## config.mk

```make
export PLATFORM = sky130hd
export DESIGN_NAME = pmu_regbank
export DESIGN_NICKNAME = d
export VERILOG_FILES = /design/src/pmu_pkg.sv /design/src/pmu_buck_ch.sv /design/src/pmu_regbank.sv
export VERILOG_INCLUDE_DIRS = /design/src
export SDC_FILE = /design/constraint.sdc
export NUM_CORES = 1
export LEC_CHECK = 0
export BUFFER_PORTS_ARGS = -buffer_cell sky130_fd_sc_hd__buf_2
export CAP_MARGIN = 20
export CORE_AREA = 4 4 115 117
export CTS_CLUSTER_DIAMETER = 40
export DETAILED_ROUTE_END_ITERATION = 10
export DIE_AREA = 0 0 119 121
export GPL_TIMING_DRIVEN = 0
export PLACE_DENSITY = 0.76
export SLEW_MARGIN = 20
export SYNTH_ARGS = -nofsm -noshare
export SYNTH_HDL_FRONTEND = slang
export SYNTH_HIERARCHICAL = 1
export SYNTH_SLANG_ARGS = --single-unit
```

## constraint.sdc

```tcl
create_clock -name clk_i -period 1.86 [get_ports clk_i]
set_input_delay 0.093 -clock clk_i [delete_from_list [all_inputs] [get_ports clk_i]]
set_output_delay 0.093 -clock clk_i [all_outputs]
set_load 0.02 [all_outputs]
```

## src/pmu_regs.svh

```systemverilog
// Function
// - Bit 7 of the battery monitor register unmasks the battery-level interrupt when 1.
// - Read-only bit 6 of the battery monitor register is 1 once a battery-level interrupt was raised.
// - Read-only bit 5 of the battery monitor register is the live below-threshold comparator.
// - Bits 3:0 of the battery monitor register hold the read/write detect threshold.
// - Bit 7 of the thermal register unmasks the thermal interrupt when 1.
// - Read-only bit 6 of the thermal register is 1 once a thermal interrupt was raised.
// - Bit 7 of each regulator control register turns that regulator on (1) or off (0).
// - Bit 2 of each buck control register selects 180 degree (1) or in-phase (0) switching.
// - Bit 1 of each regulator control register enables (1) or blocks (0) its fault interrupt.
// - Read-only bit 0 of each regulator control register is the live power-good flag.
// - Bucks two to four apply the primary six-bit voltage code while the select pin is low.
// - Bucks two to four apply the secondary six-bit voltage code while the select pin is high.
`ifndef PMU_REGS_SVH
`define PMU_REGS_SVH

// ----------------------------------------
// register offsets
// ----------------------------------------
`define PMU_A_BATT      8'h00
`define PMU_A_THERM     8'h01
`define PMU_A_B1_CTL    8'h12
`define PMU_A_B2_VP     8'h20
`define PMU_A_B2_VS     8'h21
`define PMU_A_B2_CTL    8'h22
`define PMU_A_B3_VP     8'h30
`define PMU_A_B3_VS     8'h31
`define PMU_A_B3_CTL    8'h32
`define PMU_A_B4_VP     8'h40
`define PMU_A_B4_VS     8'h41
`define PMU_A_B4_CTL    8'h42

// ----------------------------------------
// field positions and reset values
// ----------------------------------------
`define PMU_B_UNMASK    7
`define PMU_B_FLAG      6
`define PMU_B_LIVE      5
`define PMU_B_BRSV      4
`define PMU_B_ON        7
`define PMU_B_PHASE     2
`define PMU_B_FLTEN     1
`define PMU_B_OK        0
`define PMU_THR_W       4
`define PMU_VCODE_W     6
`define PMU_TRSV_W      6
`define PMU_NBUCK       4
`define PMU_RST_BYTE    8'h00

`endif

```

## src/pmu_pkg.sv

```systemverilog
package pmu_pkg;

    typedef struct packed {
        logic       wr;
        logic       rd;
        logic [7:0] addr;
        logic [7:0] wdata;
    } pmu_req_t;

    typedef struct packed {
        logic on;
        logic phase;
        logic fault_irq_enable;
    } pmu_buck_cfg_t;

    function automatic logic pmu_wr_hit(input pmu_req_t r, input logic [7:0] a);
        return r.wr && (r.addr == a);
    endfunction : pmu_wr_hit

    function automatic logic pmu_rd_hit(input pmu_req_t r, input logic [7:0] a);
        return r.rd && (r.addr == a);
    endfunction : pmu_rd_hit

endpackage : pmu_pkg

```

## src/pmu_buck_ch.sv

```systemverilog
`timescale 1ns/100ps
`include "pmu_regs.svh"

module pmu_buck_ch
    import pmu_pkg::*;
#(
    parameter logic [7:0] CTL_ADDR = `PMU_A_B1_CTL,
    parameter logic [7:0] VP_ADDR  = `PMU_A_B2_VP,
    parameter logic [7:0] VS_ADDR  = `PMU_A_B2_VS,
    parameter bit         HAS_VSET = 1'b1
) (
    // clock and reset
    input  wire logic                    clk_i,
    input  wire logic                    rst_i,
    // register access
    input  wire pmu_req_t                req_i,
    // regulator side
    input  wire logic                    voltage_select_pin_i,
    input  wire logic                    pg_i,
    input  wire logic                    fault_i,
    // state out
    output pmu_buck_cfg_t                cfg_o,
    output logic [`PMU_VCODE_W-1:0]      code_o,
    output logic [7:0]                   ctl_rd_o,
    output logic [7:0]                   vp_rd_o,
    output logic [7:0]                   vs_rd_o,
    output logic                         fault_irq_o
);

    pmu_buck_cfg_t                cfg_reg,  cfg_next;
    logic [`PMU_VCODE_W-1:0]      vp_reg,   vp_next;
    logic [`PMU_VCODE_W-1:0]      vs_reg,   vs_next;
    logic [`PMU_VCODE_W-1:0]      code_reg, code_next;

    // ----------------------------------------
    // next state
    // ----------------------------------------
    always_comb begin
        cfg_next  = cfg_reg;
        vp_next   = vp_reg;
        vs_next   = vs_reg;
        if (pmu_wr_hit(req_i, CTL_ADDR)) begin
            cfg_next.on               = req_i.wdata[`PMU_B_ON];
            cfg_next.phase            = req_i.wdata[`PMU_B_PHASE];
            cfg_next.fault_irq_enable = req_i.wdata[`PMU_B_FLTEN];
        end
        if (HAS_VSET && pmu_wr_hit(req_i, VP_ADDR)) begin
            vp_next = req_i.wdata[`PMU_VCODE_W-1:0];
        end
        if (HAS_VSET && pmu_wr_hit(req_i, VS_ADDR)) begin
            vs_next = req_i.wdata[`PMU_VCODE_W-1:0];
        end
        // pin is sampled each cycle so a select flip takes effect on the next edge
        code_next = voltage_select_pin_i ? vs_reg : vp_reg;
        if (!HAS_VSET) begin
            code_next = '0;
        end
    end

    always_ff @(posedge clk_i) begin
        if (rst_i) begin
            cfg_reg  <= '0;
            vp_reg   <= '0;
            vs_reg   <= '0;
            code_reg <= '0;
        end else begin
            cfg_reg  <= cfg_next;
            vp_reg   <= vp_next;
            vs_reg   <= vs_next;
            code_reg <= code_next;
        end
    end

    // ----------------------------------------
    // readback, reserved bits fixed at zero
    // ----------------------------------------
    assign cfg_o       = cfg_reg;
    assign code_o      = code_reg;
    assign ctl_rd_o    = {cfg_reg.on, 4'h0, cfg_reg.phase,
                          cfg_reg.fault_irq_enable, pg_i};
    assign vp_rd_o     = {2'h0, vp_reg};
    assign vs_rd_o     = {2'h0, vs_reg};
    assign fault_irq_o = fault_i & cfg_reg.fault_irq_enable;

endmodule : pmu_buck_ch

```

## src/pmu_regbank.sv

```systemverilog
`timescale 1ns/100ps
`include "pmu_regs.svh"

module pmu_regbank
    import pmu_pkg::*;
#(
    parameter int NBUCK = `PMU_NBUCK
) (
    // clock and reset
    input  wire logic                          clk_i,
    input  wire logic                          rst_i,
    // register access port
    input  wire pmu_req_t                      req_i,
    output logic [7:0]                         rdata_o,
    // analog status
    input  wire logic                          battery_below_i,
    input  wire logic                          thermal_alert_i,
    input  wire logic [NBUCK-1:0]              buck_power_good_i,
    input  wire logic [NBUCK-1:0]              buck_fault_i,
    input  wire logic                          voltage_select_pin_i,
    // regulator controls
    output logic [`PMU_THR_W-1:0]              battery_detect_threshold_o,
    output logic [NBUCK-1:0]                   buck_enable_o,
    output logic [NBUCK-1:0]                   buck_phase_o,
    output logic [NBUCK-2:0][`PMU_VCODE_W-1:0] buck_vcode_o,
    // interrupt
    output logic                               irq_o
);

    localparam logic [7:0] CTL_A [4] = '{`PMU_A_B1_CTL, `PMU_A_B2_CTL,
                                         `PMU_A_B3_CTL, `PMU_A_B4_CTL};
    localparam logic [7:0] VP_A  [4] = '{`PMU_A_B2_VP, `PMU_A_B2_VP,
                                         `PMU_A_B3_VP, `PMU_A_B4_VP};
    localparam logic [7:0] VS_A  [4] = '{`PMU_A_B2_VS, `PMU_A_B2_VS,
                                         `PMU_A_B3_VS, `PMU_A_B4_VS};

    // ----------------------------------------
    // system register state
    // ----------------------------------------
    logic                     batt_unmask_reg,  batt_unmask_next;
    logic                     batt_rsv_reg,     batt_rsv_next;
    logic [`PMU_THR_W-1:0]    thr_reg,          thr_next;
    logic                     batt_flag_reg,    batt_flag_next;
    logic                     batt_prev_reg,    batt_prev_next;
    logic                     therm_unmask_reg, therm_unmask_next;
    logic [`PMU_TRSV_W-1:0]   therm_rsv_reg,    therm_rsv_next;
    logic                     therm_flag_reg,   therm_flag_next;
    logic                     therm_prev_reg,   therm_prev_next;
    logic [7:0]               rdata_reg,        rdata_next;
    logic                     irq_reg,          irq_next;

    // ----------------------------------------
    // buck channels
    // ----------------------------------------
    pmu_buck_cfg_t                 cfg   [NBUCK];
    logic [`PMU_VCODE_W-1:0]       code  [NBUCK];
    logic [7:0]                    ctl_rd [NBUCK];
    logic [7:0]                    vp_rd  [NBUCK];
    logic [7:0]                    vs_rd  [NBUCK];
    logic [NBUCK-1:0]              fault_irq;

    for (genvar k = 0; k < NBUCK; k++) begin : g_buck
        pmu_buck_ch #(
            .CTL_ADDR (CTL_A[k]),
            .VP_ADDR  (VP_A[k]),
            .VS_ADDR  (VS_A[k]),
            .HAS_VSET (k > 0)
        ) pmu_buck_ch_i (
            .clk_i                (clk_i),
            .rst_i                (rst_i),
            .req_i                (req_i),
            .voltage_select_pin_i (voltage_select_pin_i),
            .pg_i                 (buck_power_good_i[k]),
            .fault_i              (buck_fault_i[k]),
            .cfg_o                (cfg[k]),
            .code_o               (code[k]),
            .ctl_rd_o             (ctl_rd[k]),
            .vp_rd_o              (vp_rd[k]),
            .vs_rd_o              (vs_rd[k]),
            .fault_irq_o          (fault_irq[k])
        );
        assign buck_enable_o[k] = cfg[k].on;
        assign buck_phase_o[k]  = cfg[k].phase;
        if (k > 0) begin : g_code
            assign buck_vcode_o[k-1] = code[k];
        end
    end

    // ----------------------------------------
    // next state
    // ----------------------------------------
    always_comb begin
        logic batt_set;
        logic therm_set;
        batt_set  = battery_below_i & ~batt_prev_reg;
        therm_set = thermal_alert_i & ~therm_prev_reg;

        batt_unmask_next  = batt_unmask_reg;
        batt_rsv_next     = batt_rsv_reg;
        thr_next          = thr_reg;
        therm_unmask_next = therm_unmask_reg;
        therm_rsv_next    = therm_rsv_reg;
        batt_prev_next    = battery_below_i;
        therm_prev_next   = thermal_alert_i;

        // status bits are not writable; control and reserved fields are taken
        if (pmu_wr_hit(req_i, `PMU_A_BATT)) begin
            batt_unmask_next = req_i.wdata[`PMU_B_UNMASK];
            batt_rsv_next    = req_i.wdata[`PMU_B_BRSV];
            thr_next         = req_i.wdata[`PMU_THR_W-1:0];
        end
        if (pmu_wr_hit(req_i, `PMU_A_THERM)) begin
            therm_unmask_next = req_i.wdata[`PMU_B_UNMASK];
            therm_rsv_next    = req_i.wdata[`PMU_TRSV_W-1:0];
        end

        // flags are read-to-clear; a new edge in the same cycle wins
        batt_flag_next  = batt_set |
                          (batt_flag_reg & ~pmu_rd_hit(req_i, `PMU_A_BATT));
        therm_flag_next = therm_set |
                          (therm_flag_reg & ~pmu_rd_hit(req_i, `PMU_A_THERM));

        // unmapped addresses read as zero; data holds between reads
        rdata_next = rdata_reg;
        if (req_i.rd) begin
            rdata_next = `PMU_RST_BYTE;
            case (req_i.addr)
                `PMU_A_BATT: begin
                    rdata_next = {batt_unmask_reg, batt_flag_reg,
                                  battery_below_i, batt_rsv_reg, thr_reg};
                end
                `PMU_A_THERM: begin
                    rdata_next = {therm_unmask_reg, therm_flag_reg, therm_rsv_reg};
                end
                default: begin
                    for (int k = 0; k < NBUCK; k++) begin
                        if (req_i.addr == CTL_A[k]) begin
                            rdata_next = ctl_rd[k];
                        end
                        if (k > 0 && req_i.addr == VP_A[k]) begin
                            rdata_next = vp_rd[k];
                        end
                        if (k > 0 && req_i.addr == VS_A[k]) begin
                            rdata_next = vs_rd[k];
                        end
                    end
                end
            endcase
        end

        // registered so the pin never glitches on decode
        irq_next = (batt_flag_reg & batt_unmask_reg) |
                   (therm_flag_reg & therm_unmask_reg) |
                   (|fault_irq);
    end

    always_ff @(posedge clk_i) begin
        if (rst_i) begin
            batt_unmask_reg  <= 1'b0;
            batt_rsv_reg     <= 1'b0;
            thr_reg          <= '0;
            batt_flag_reg    <= 1'b0;
            batt_prev_reg    <= 1'b0;
            therm_unmask_reg <= 1'b0;
            therm_rsv_reg    <= '0;
            therm_flag_reg   <= 1'b0;
            therm_prev_reg   <= 1'b0;
            rdata_reg        <= `PMU_RST_BYTE;
            irq_reg          <= 1'b0;
        end else begin
            batt_unmask_reg  <= batt_unmask_next;
            batt_rsv_reg     <= batt_rsv_next;
            thr_reg          <= thr_next;
            batt_flag_reg    <= batt_flag_next;
            batt_prev_reg    <= batt_prev_next;
            therm_unmask_reg <= therm_unmask_next;
            therm_rsv_reg    <= therm_rsv_next;
            therm_flag_reg   <= therm_flag_next;
            therm_prev_reg   <= therm_prev_next;
            rdata_reg        <= rdata_next;
            irq_reg          <= irq_next;
        end
    end

    assign rdata_o                    = rdata_reg;
    assign irq_o                      = irq_reg;
    assign battery_detect_threshold_o = thr_reg;

    // ----------------------------------------
    // assertions
    // ----------------------------------------
    property p_batt_unmask;
        @(posedge clk_i) disable iff (rst_i)
        batt_flag_reg && batt_unmask_reg && !pmu_rd_hit(req_i, `PMU_A_BATT)
            && !pmu_wr_hit(req_i, `PMU_A_BATT)
            |=> irq_o ##1 irq_o;
    endproperty
    a_batt_unmask: assert property (p_batt_unmask)
        else $error("battery interrupt unmasked but irq low");

    property p_batt_flag;
        @(posedge clk_i) disable iff (rst_i)
        $rose(battery_below_i) ##1 pmu_rd_hit(req_i, `PMU_A_BATT)
            |=> rdata_o[`PMU_B_FLAG];
    endproperty
    a_batt_flag: assert property (p_batt_flag)
        else $error("battery flag not reported after comparator edge");

    property p_batt_live;
        @(posedge clk_i) disable iff (rst_i)
        pmu_rd_hit(req_i, `PMU_A_BATT)
            |=> rdata_o[`PMU_B_LIVE] == $past(battery_below_i);
    endproperty
    a_batt_live: assert property (p_batt_live)
        else $error("live battery bit wrong");

    property p_thr;
        @(posedge clk_i) disable iff (rst_i)
        pmu_wr_hit(req_i, `PMU_A_BATT) ##1 !req_i.wr
            |=> battery_detect_threshold_o == $past(req_i.wdata[3:0], 2);
    endproperty
    a_thr: assert property (p_thr)
        else $error("threshold not taken from write");

    property p_therm_unmask;
        @(posedge clk_i) disable iff (rst_i)
        therm_flag_reg && therm_unmask_reg && !pmu_rd_hit(req_i, `PMU_A_THERM)
            |=> irq_o;
    endproperty
    a_therm_unmask: assert property (p_therm_unmask)
        else $error("thermal interrupt unmasked but irq low");

    property p_therm_flag;
        @(posedge clk_i) disable iff (rst_i)
        $rose(thermal_alert_i) ##1 pmu_rd_hit(req_i, `PMU_A_THERM)
            |=> rdata_o[`PMU_B_FLAG];
    endproperty
    a_therm_flag: assert property (p_therm_flag)
        else $error("thermal flag not reported after alert edge");

    property p_enable;
        @(posedge clk_i) disable iff (rst_i)
        pmu_wr_hit(req_i, `PMU_A_B1_CTL)
            |=> buck_enable_o[0] == $past(req_i.wdata[`PMU_B_ON]);
    endproperty
    a_enable: assert property (p_enable)
        else $error("buck one enable not taken");

    property p_phase;
        @(posedge clk_i) disable iff (rst_i)
        pmu_wr_hit(req_i, `PMU_A_B2_CTL)
            |=> buck_phase_o[1] == $past(req_i.wdata[`PMU_B_PHASE]);
    endproperty
    a_phase: assert property (p_phase)
        else $error("buck two phase not taken");

    property p_pgood;
        @(posedge clk_i) disable iff (rst_i)
        pmu_rd_hit(req_i, `PMU_A_B2_CTL)
            |=> rdata_o[`PMU_B_OK] == $past(buck_power_good_i[1]);
    endproperty
    a_pgood: assert property (p_pgood)
        else $error("power good readback wrong");

    property p_primary;
        @(posedge clk_i) disable iff (rst_i)
        pmu_wr_hit(req_i, `PMU_A_B2_VP) && !voltage_select_pin_i
            ##1 !voltage_select_pin_i
            |=> buck_vcode_o[0] == $past(req_i.wdata[5:0], 2);
    endproperty
    a_primary: assert property (p_primary)
        else $error("primary code not applied with select low");

    property p_secondary;
        @(posedge clk_i) disable iff (rst_i)
        pmu_wr_hit(req_i, `PMU_A_B3_VS) && voltage_select_pin_i
            ##1 voltage_select_pin_i
            |=> buck_vcode_o[1] == $past(req_i.wdata[5:0], 2);
    endproperty
    a_secondary: assert property (p_secondary)
        else $error("secondary code not applied with select high");

    property p_irq_quiet;
        @(posedge clk_i) disable iff (rst_i)
        !(batt_flag_reg && batt_unmask_reg) && !(therm_flag_reg && therm_unmask_reg)
            && buck_fault_i == '0 |=> !irq_o;
    endproperty
    a_irq_quiet: assert property (p_irq_quiet)
        else $error("irq high without an enabled source");

    property p_rsv_zero;
        @(posedge clk_i) disable iff (rst_i)
        pmu_rd_hit(req_i, `PMU_A_B3_CTL) |=> rdata_o[6:3] == 4'h0;
    endproperty
    a_rsv_zero: assert property (p_rsv_zero)
        else $error("reserved control bits not zero");

endmodule : pmu_regbank

```

==> results.txt, run 1 <==
The worst setup path is of the in -> reg kind. Across the VDD grid, the largest voltage drop is approximately 0.00043 V. The die is roughly 120 µm wide. The maximum root-to-sink buffer count is 2. In this run the tightest slew margin relative to its limit is 41.9%.

STA classifies the critical path endpoint as a flop. The total internal power came out at approximately 3.2 mW. Counting cells, the worst reg-to-reg path comes to 3. Fill cells in the final layout number roughly 1,200. Timing analysis after detailed placement gives a worst setup slack of -0.258 ns. The count of pins over their slew limit was 0. Dividing total power by cell area gives a power density of 690 nW/µm². The number of global-route vias before repair came to between 4,000 and 5,000. The clock drives between 90 and 100 sinks. The capture instance of the worst register-to-register path is irq_o.

The final-layout setup total negative slack is 0 ns. The number of antenna violations at the first check in global routing is 0. At the pin with the least slew margin, the transition time is between 0.8 and 0.9 ns. The post-layout net count is between 700 and 800. The worst hold path stage count came out at 2. Overall power consumption after layout is estimated at roughly 4.3 mW.

The number of buffers added for setup after CTS is 0. The number of detailed-route iterations in the first pass is 5. The origin of the critical flop-to-flop path is g_buck[1].pmu_buck_ch_i/cfg_o[0]. The static leakage is roughly 2.6 nW. For this block, the initial DRC count from the detailed router was around 340. The number of diodes added for antenna fixing is 0. In the final layout, the share of cells above drive strength 1 is between 20% and 30%.

The first global-routing pass estimated approximately 23,000 µm of wire. The initialized floorplan defines roughly 40 standard-cell rows. The flow ran to the end, and the final reports show no timing, DRC or antenna violations. The worst reg-to-reg setup slack is between 0.3 and 0.4 ns.

The starting density of the core is between 40 and 50%. The reported max-cap violation count is 0. The number of placed cells counting well taps is 864. The combined flip-flop and latch cell area is ~1800 µm². The startpoint type of the worst setup path is an input port.

The final hold violation count is 0. The wire length reported by the detailed router came out at 14,200 µm. The worst-skew pair later-pin latency came out at between 0.3 and 0.4 ns. The min-delay analysis places its worst path in the category in -> reg.

The vias per cell is just over 5. The area of the core region is ~12,000 µm². STA puts the critical path data required time at roughly 2.1 ns. TritonCTS built the clock tree.

The via count came out at about 4,600. The most critical setup path has its startpoint at req_i[11]. The port buffer count is between 60 and 70. The fraction of the cycle the final worst path needs is a little over nine tenths. Leaving out filler cells and counting taps, the final layout contains roughly 900. Across all hold checks on the routed design, the worst slack comes to around 0.0039 ns. The worst clock skew came out at roughly 0.0085 ns. The worst hold path begins at battery_below_i.

The synthesized area is 5260 µm². The die area came out at ~14,000 µm². The critical path data arrival time came out at between 2 and 2.5 ns. Of the total power, the share spent switching nets is between 20% and 30%. The area taken by multi-input logic gates is 3000 µm². The minimum setup slack in the final design is about 0.1 ns. The final core utilization is ~50%. In the final routed layout, each cell accounts on average for around 16 µm. Setup violations remaining at the end of the flow were counted as 0. The count of nets left with antenna violations after detail routing came out at 0. The shortest clock period the worst path allows after layout is roughly 1.8 ns. The TritonCTS buffer count is 9. The total global routing track utilization is 20.0%. The root cell of the clock tree is clkbuf_16.

The maximum number of pins on one net before global-route repair came out at 16. After detailed routing, the number of remaining DRC violations is 0. The part of the total power dissipated in sequential elements is between 40% and 50%.

The maximum clock frequency is approximately 570 MHz. In this run, the clock network consumes around 43% of the power. The global placer's final weighted congestion came out at around 0.87. The count of boundary I/O pins came out at 70.

The post-CTS clock slew at the launch and capture registers of the worst setup and hold paths came out at 0.07 ns. The cell area after layout is around 6200 µm². The sum of net half-perimeters after detailed placement is 10,400 µm. Setup repair after global routing left no endpoint under its margin. The endpoint of the worst setup timing path is rdata_o[7]. The critical-path maximum fanout is 11. Synthesis handed over a netlist of slightly above 600 instances. The placed instances occupy a cell area of 5880 µm². The sum of overflow across all layers after global routing is 0. The mean instance size in the synthesized netlist came out at about 8.7 µm². From bottom edge to top edge, the die measures around 120 µm. The H-tree was split into 3 levels. The switching power came out at around 1.1 mW.

In this run, the combinational gates consume approximately 11% of the power. The number of synthesis warnings came out at 6. The synthesis-to-finish area growth is 18.2%.
[timing repair]
action,4_1_cts,5_1_grt
resized for setup,0,9
hold buffers,1,0
setup endpoints to repair,0,3
endpoints found under the hold margin,1,0
[placed cells by master, fill, tap and decap left out, types with 4 or more instances in the layout]
| master | instances |
|---|---|
| dfxtp_1 | 92 |
| nand2b_1 | 82 |
| mux2i_1 | 75 |
| buf_2 | 68 |
| nor2_1 | 56 |
| buf_4 | 46 |
| a21oi_1 | 29 |
| conb_1 | 28 |
| clkbuf_1 | 27 |
| o21ai_0 | 26 |
| nand3_1 | 18 |
| nand2_1 | 18 |
| nor3_1 | 11 |
| and2_1 | 10 |
| a211oi_1 | 9 |
| clkbuf_16 | 9 |
| a22o_1 | 7 |
| o22ai_1 | 6 |
| nor2b_1 | 6 |
| inv_1 | 6 |
| a221o_1 | 6 |
| o21a_1 | 6 |
| a22oi_1 | 5 |
| nor4_1 | 4 |
| nand3b_1 | 4 |
| nor4_2 | 4 |
| and3b_1 | 4 |
[power by group through the flow]
stage | registers, mW | logic (mW) | clock network (mW)
floorplan | 2.05 | 0.283 | 0
global placement | 2.04 | 0.443 | 0
detailed placement | 2.04 | 0.447 | 0
CTS | 2.00 | 0.452 | 1.86
global route | 2.00 | 0.506 | 1.94
finish | 2.00 | 0.465 | 1.82
[worst min-delay path by stage]
| stage | slack, ns | to |
|---|---|---|
| floorplan | 0.22 | batt_prev_reg |
| global route | 0.04 | batt_prev_reg |
| CTS | 0.003 | batt_prev_reg |
| global placement | 0.32 | therm_prev_reg |
| detailed placement | 0.33 | therm_prev_reg |
| finish | 0.004 | batt_prev_reg |
[worst max-delay path, stage by stage]
cell and delay, ns:
buf_2 0.20, or4_1 0.54, clkbuf_1 0.25, nor4_2 0.39, o22ai_1 0.15, a22o_1 0.26
a21oi_1 0.15
[layer usage]
layer | global-route usage, % | up-vias | share of wire (%)
met3 | 4.43 | 21 | 7.4
met1 | 27.2 | 2136 | 46
met2 | 31.0 | 156 | 44
met5 | 0 | - | 0
li1 | - | 2249 | -
met4 | 7.17 | 0 | 2.3
[cell type report]
cell class	instances	area share [%]
Inverter	6	0.363
Tap cell	172	3.46
Clock buffer	10	3.69
Buffer	82	8.24
Clock inverter	6	1.03
Sequential cell	92	29.7
Timing Repair Buffer	64	5.24
Multi-Input combinational cell	449	48.3
(Power assumes the default switching activity.)
==> run 2, diff against run 1 <==
--- a/config.mk
+++ b/config.mk
@@ -13,8 +13,8 @@
 export DETAILED_ROUTE_END_ITERATION = 10
 export DIE_AREA = 0 0 119 121
 export GPL_TIMING_DRIVEN = 0
-export PLACE_DENSITY = 0.76
-export SLEW_MARGIN = 20
+export PLACE_DENSITY = 0.78
+export SLEW_MARGIN = 15
 export SYNTH_ARGS = -nofsm -noshare
 export SYNTH_HDL_FRONTEND = slang
 export SYNTH_HIERARCHICAL = 1
==> constraint.sdc (replaced) <==
create_clock -name clk_i -period 1.5 [get_ports clk_i]
set_input_delay 0.075 -clock clk_i [delete_from_list [all_inputs] [get_ports clk_i]]
set_output_delay 0.075 -clock clk_i [all_outputs]
set_load 0.02 [all_outputs]
==> run 2 against run 1 <==
Register-to-register slack worse by 0.24 ns. Clock power increased by 27%. Non-clock buffer count is 1 higher. Design area grew 3.9%. Clock-buffer cell count is the same. Global-route usage grew 0.36 points. Cell count increased by 0.23%. First-iteration DRC count down 15%. Sequential power is 24% higher. Critical path depth unchanged.
==> results.txt, run 2 (synthesis gave the netlist of run 1 again) <==
The run finished with clean final reports. The number of antenna violations at the first check in global routing came out at 0 (unchanged). For this design, the slowest cell found on the critical path is or4b_4. The static leakage came to 2.71 nW (+2.5%). The vias per cell is 5.21 (+0.63%). The final core utilization was 52.2% (+1.9 points). The total number of placement rows came out at 41 (unchanged). The non-filler instance count after layout was 883 (+0.23%). The peak ir drop on the vdd network was 0.000423 V (-2.3%). In the layout the commonest cells are 90 x dfxtp_1, 81 x nand2b_1, 75 x mux2i_1.

The chip width came out at 119 µm (unchanged). The iteration-0 DRC count of the detailed router is 287 (-15%). The path class of the tightest hold or removal check is in -> reg.

The final hold violation count is 0 (unchanged). The power per unit of standard cell area is 837 nW/µm² (+21%). The total power came to 5.40 mW (+26%). Broken down by cell family, the worst path's largest delay share belongs to simple AND/OR/NAND/NOR gates. The setup path with the least slack is of type in -> reg. The port buffer count came out at 63 (unchanged). The global placer's final weighted congestion came to 0.951 (+8.7%). The data required time of the worst path came out at 1.75 ns (-0.39 ns).

The worst setup path is captured at a flop. The worst-skew pair later-pin latency came to 0.36 ns (about the same). The critical path data arrival time is 1.72 ns (-0.32 ns). The number of global-route vias before repair is 4,376 (+3.2%). The post-route DRC violation count came to 0 (unchanged). The clock tree from TritonCTS is yes. Setup repair after global routing left no endpoint under its margin.

The relative slew slack came to 55.0% (+13 points). The maximum number of pins on one net before global-route repair was 17 (+1). The die height is 121 µm (unchanged). The maximum clock frequency came out at 677 MHz.

The number of H-tree branching levels came out at 3 (unchanged). Compared with the post-synthesis result, the final layout area differs by 22.8%. The slew of the pin with the lowest slew margin is 0.669 ns (-0.195 ns). The total global routing track utilization came to 20.3% (+0.36 points).

The count of pins over their slew limit is 0 (unchanged). The number of diodes added for antenna fixing came out at 0 (unchanged). The TritonCTS buffer count is 9 (unchanged). The starting density of the core is 42.5% (unchanged). CTS placed an instance of clkbuf_16 at the clock tree root. The die area was 14,400 µm² (unchanged). The critical-path maximum fanout came out at 14 (+3).

The post-layout net count is 737 (+0.27%). The count of final setup violators came out at 0 (unchanged). The most frequent standard cell in the layout excluding fill and tap cells is dfxtp_1.

The sum of net half-perimeters after detailed placement is 10,600 µm (+2.2%). The wire length reported by the detailed router came out at 14,600 µm (+2.7%). The largest stage delay on the critical path came to 0.57 ns (+0.03 ns). The maximum root-to-sink buffer count is 2 (unchanged).

The count of boundary I/O pins is 70 (unchanged). The final hold slack came out at 0.0621 ns (+0.0582 ns). The detail-routed net length per standard cell is 16.6 µm (+2.5%).

The area of the core region came to 12,400 µm² (unchanged). The post-CTS clock slew at the launch and capture registers of the worst setup and hold paths is 0.07 ns (about the same). The shortest clock period the worst path allows after layout is 1.48 ns. The worst clock skew is 0.0112 ns (+0.00266 ns). The fraction of the cycle the final worst path needs is slightly below 100%. The count of buffer and inverter cells on the critical path came out at 2 (unchanged). The number of placed cells counting well taps came out at 864 (unchanged). STA classifies the critical path startpoint as an input port.

The share of cells above drive strength 1 is 26.0% (+4.2 points). Walking the worst path, the cells encountered are buf_4 > or4b_4 > buf_6 > or3_1 > o21ai_2 > a22oi_2 > o31a_1. The via count is 4,601 (+0.85%). The reported max-cap violation count is 0 (unchanged).

The clock sink count was 92 (unchanged). The count of nets left with antenna violations after detail routing came to 0 (unchanged). The sum of overflow across all layers after global routing is 0 (unchanged). The first-pass GRT wire length was 22,900 µm (+1.6%).

The final-layout setup total negative slack came out at 0 ns (unchanged). The number of detailed-route iterations in the first pass is 5 (unchanged).
-- run 2: changes by cell type in the layout (fill, tap and decap cells not counted), sizes merged --
| cell | previous run | this run |
|---|---|---|
| clkinvlp | 2 | 3 |
| buf | 117 | 119 |
| inv | 7 | 8 |
| clkbuf | 38 | 36 |
| or4 | 2 | 3 |
| clkinv | 2 | 0 |
| dlygate4sd3 | 1 | 2 |
-- run 2: where the power goes --
group | switching, mW | internal, mW | total (mW) | leakage [nW]
combinational | 0.366 | 0.255 | 0.621 | 1.83
sequential | 0.0130 | 2.46 | 2.48 | 0.744
clock | 1.00 | 1.30 | 2.31 | 0.136
-- run 2: per-layer routing --
| layer | vias up | track usage (%) | part of all wire (%) |
|---|---|---|---|
| met1 | 2175 | 26.0 | 44 |
| li1 | 2253 | - | - |
| met5 | - | 0 | 0 |
| met2 | 141 | 33.2 | 47 |
| met4 | 0 | 9.49 | 3.4 |
| met3 | 32 | 3.68 | 5.3 |
-- run 2: worst paths after layout --
check                                                 startpoint                       endpoint  slack [ns]  cells past startpoint
worst max register to register  g_buck[0].pmu_buck_ch_i/cfg_o[0]                     rdata_o[1]        0.08                      6
worst max-delay path                                   req_i[12]                     rdata_o[1]        0.02                      7
worst min-delay path                                    req_i[0]  battery_detect_threshold_o[0]        0.06                      3
worst min register to register                  therm_rsv_reg[2]               therm_rsv_reg[2]        0.46                      2
-- run 2: layout make-up --
class	instances	area (µm²)
well taps	172	215
multi-input cells	450	3170
flip-flops and latches	92	1840
fillers	1131	5910
inverters	6	22.5
clock buffers	10	229
plain buffers	79	533
clock inverters	6	70.1
repair buffers	68	372
-- run 2: repair_timing --
action,in CTS,in global routing
hold endpoints to repair,2,0
gates cloned,0,1
buffers inserted,1,2
gates resized for setup,21,41
setup endpoints to repair,22,20
pin swaps,2,7
hold buffers,2,0
-- run 2: stage by stage --
step	setup WS (ns)	area, µm²
6_report	0.0235	6450
5_1_grt	0.00000977	6450
4_1_cts	-0.0108	6290
3_5_place_dp	-0.707	5890
3_3_place_gp	-0.640	5890
2_1_floorplan	-0.0264	5360
-- run 2: worst min-delay path, delay by kind of cell --
family / cells / cell delay, ns
and+or+nand+nor: 1 / 0.08
buffers and inverters: 1 / 0.16
AOI/OAI and AO/OA: 1 / 0.05
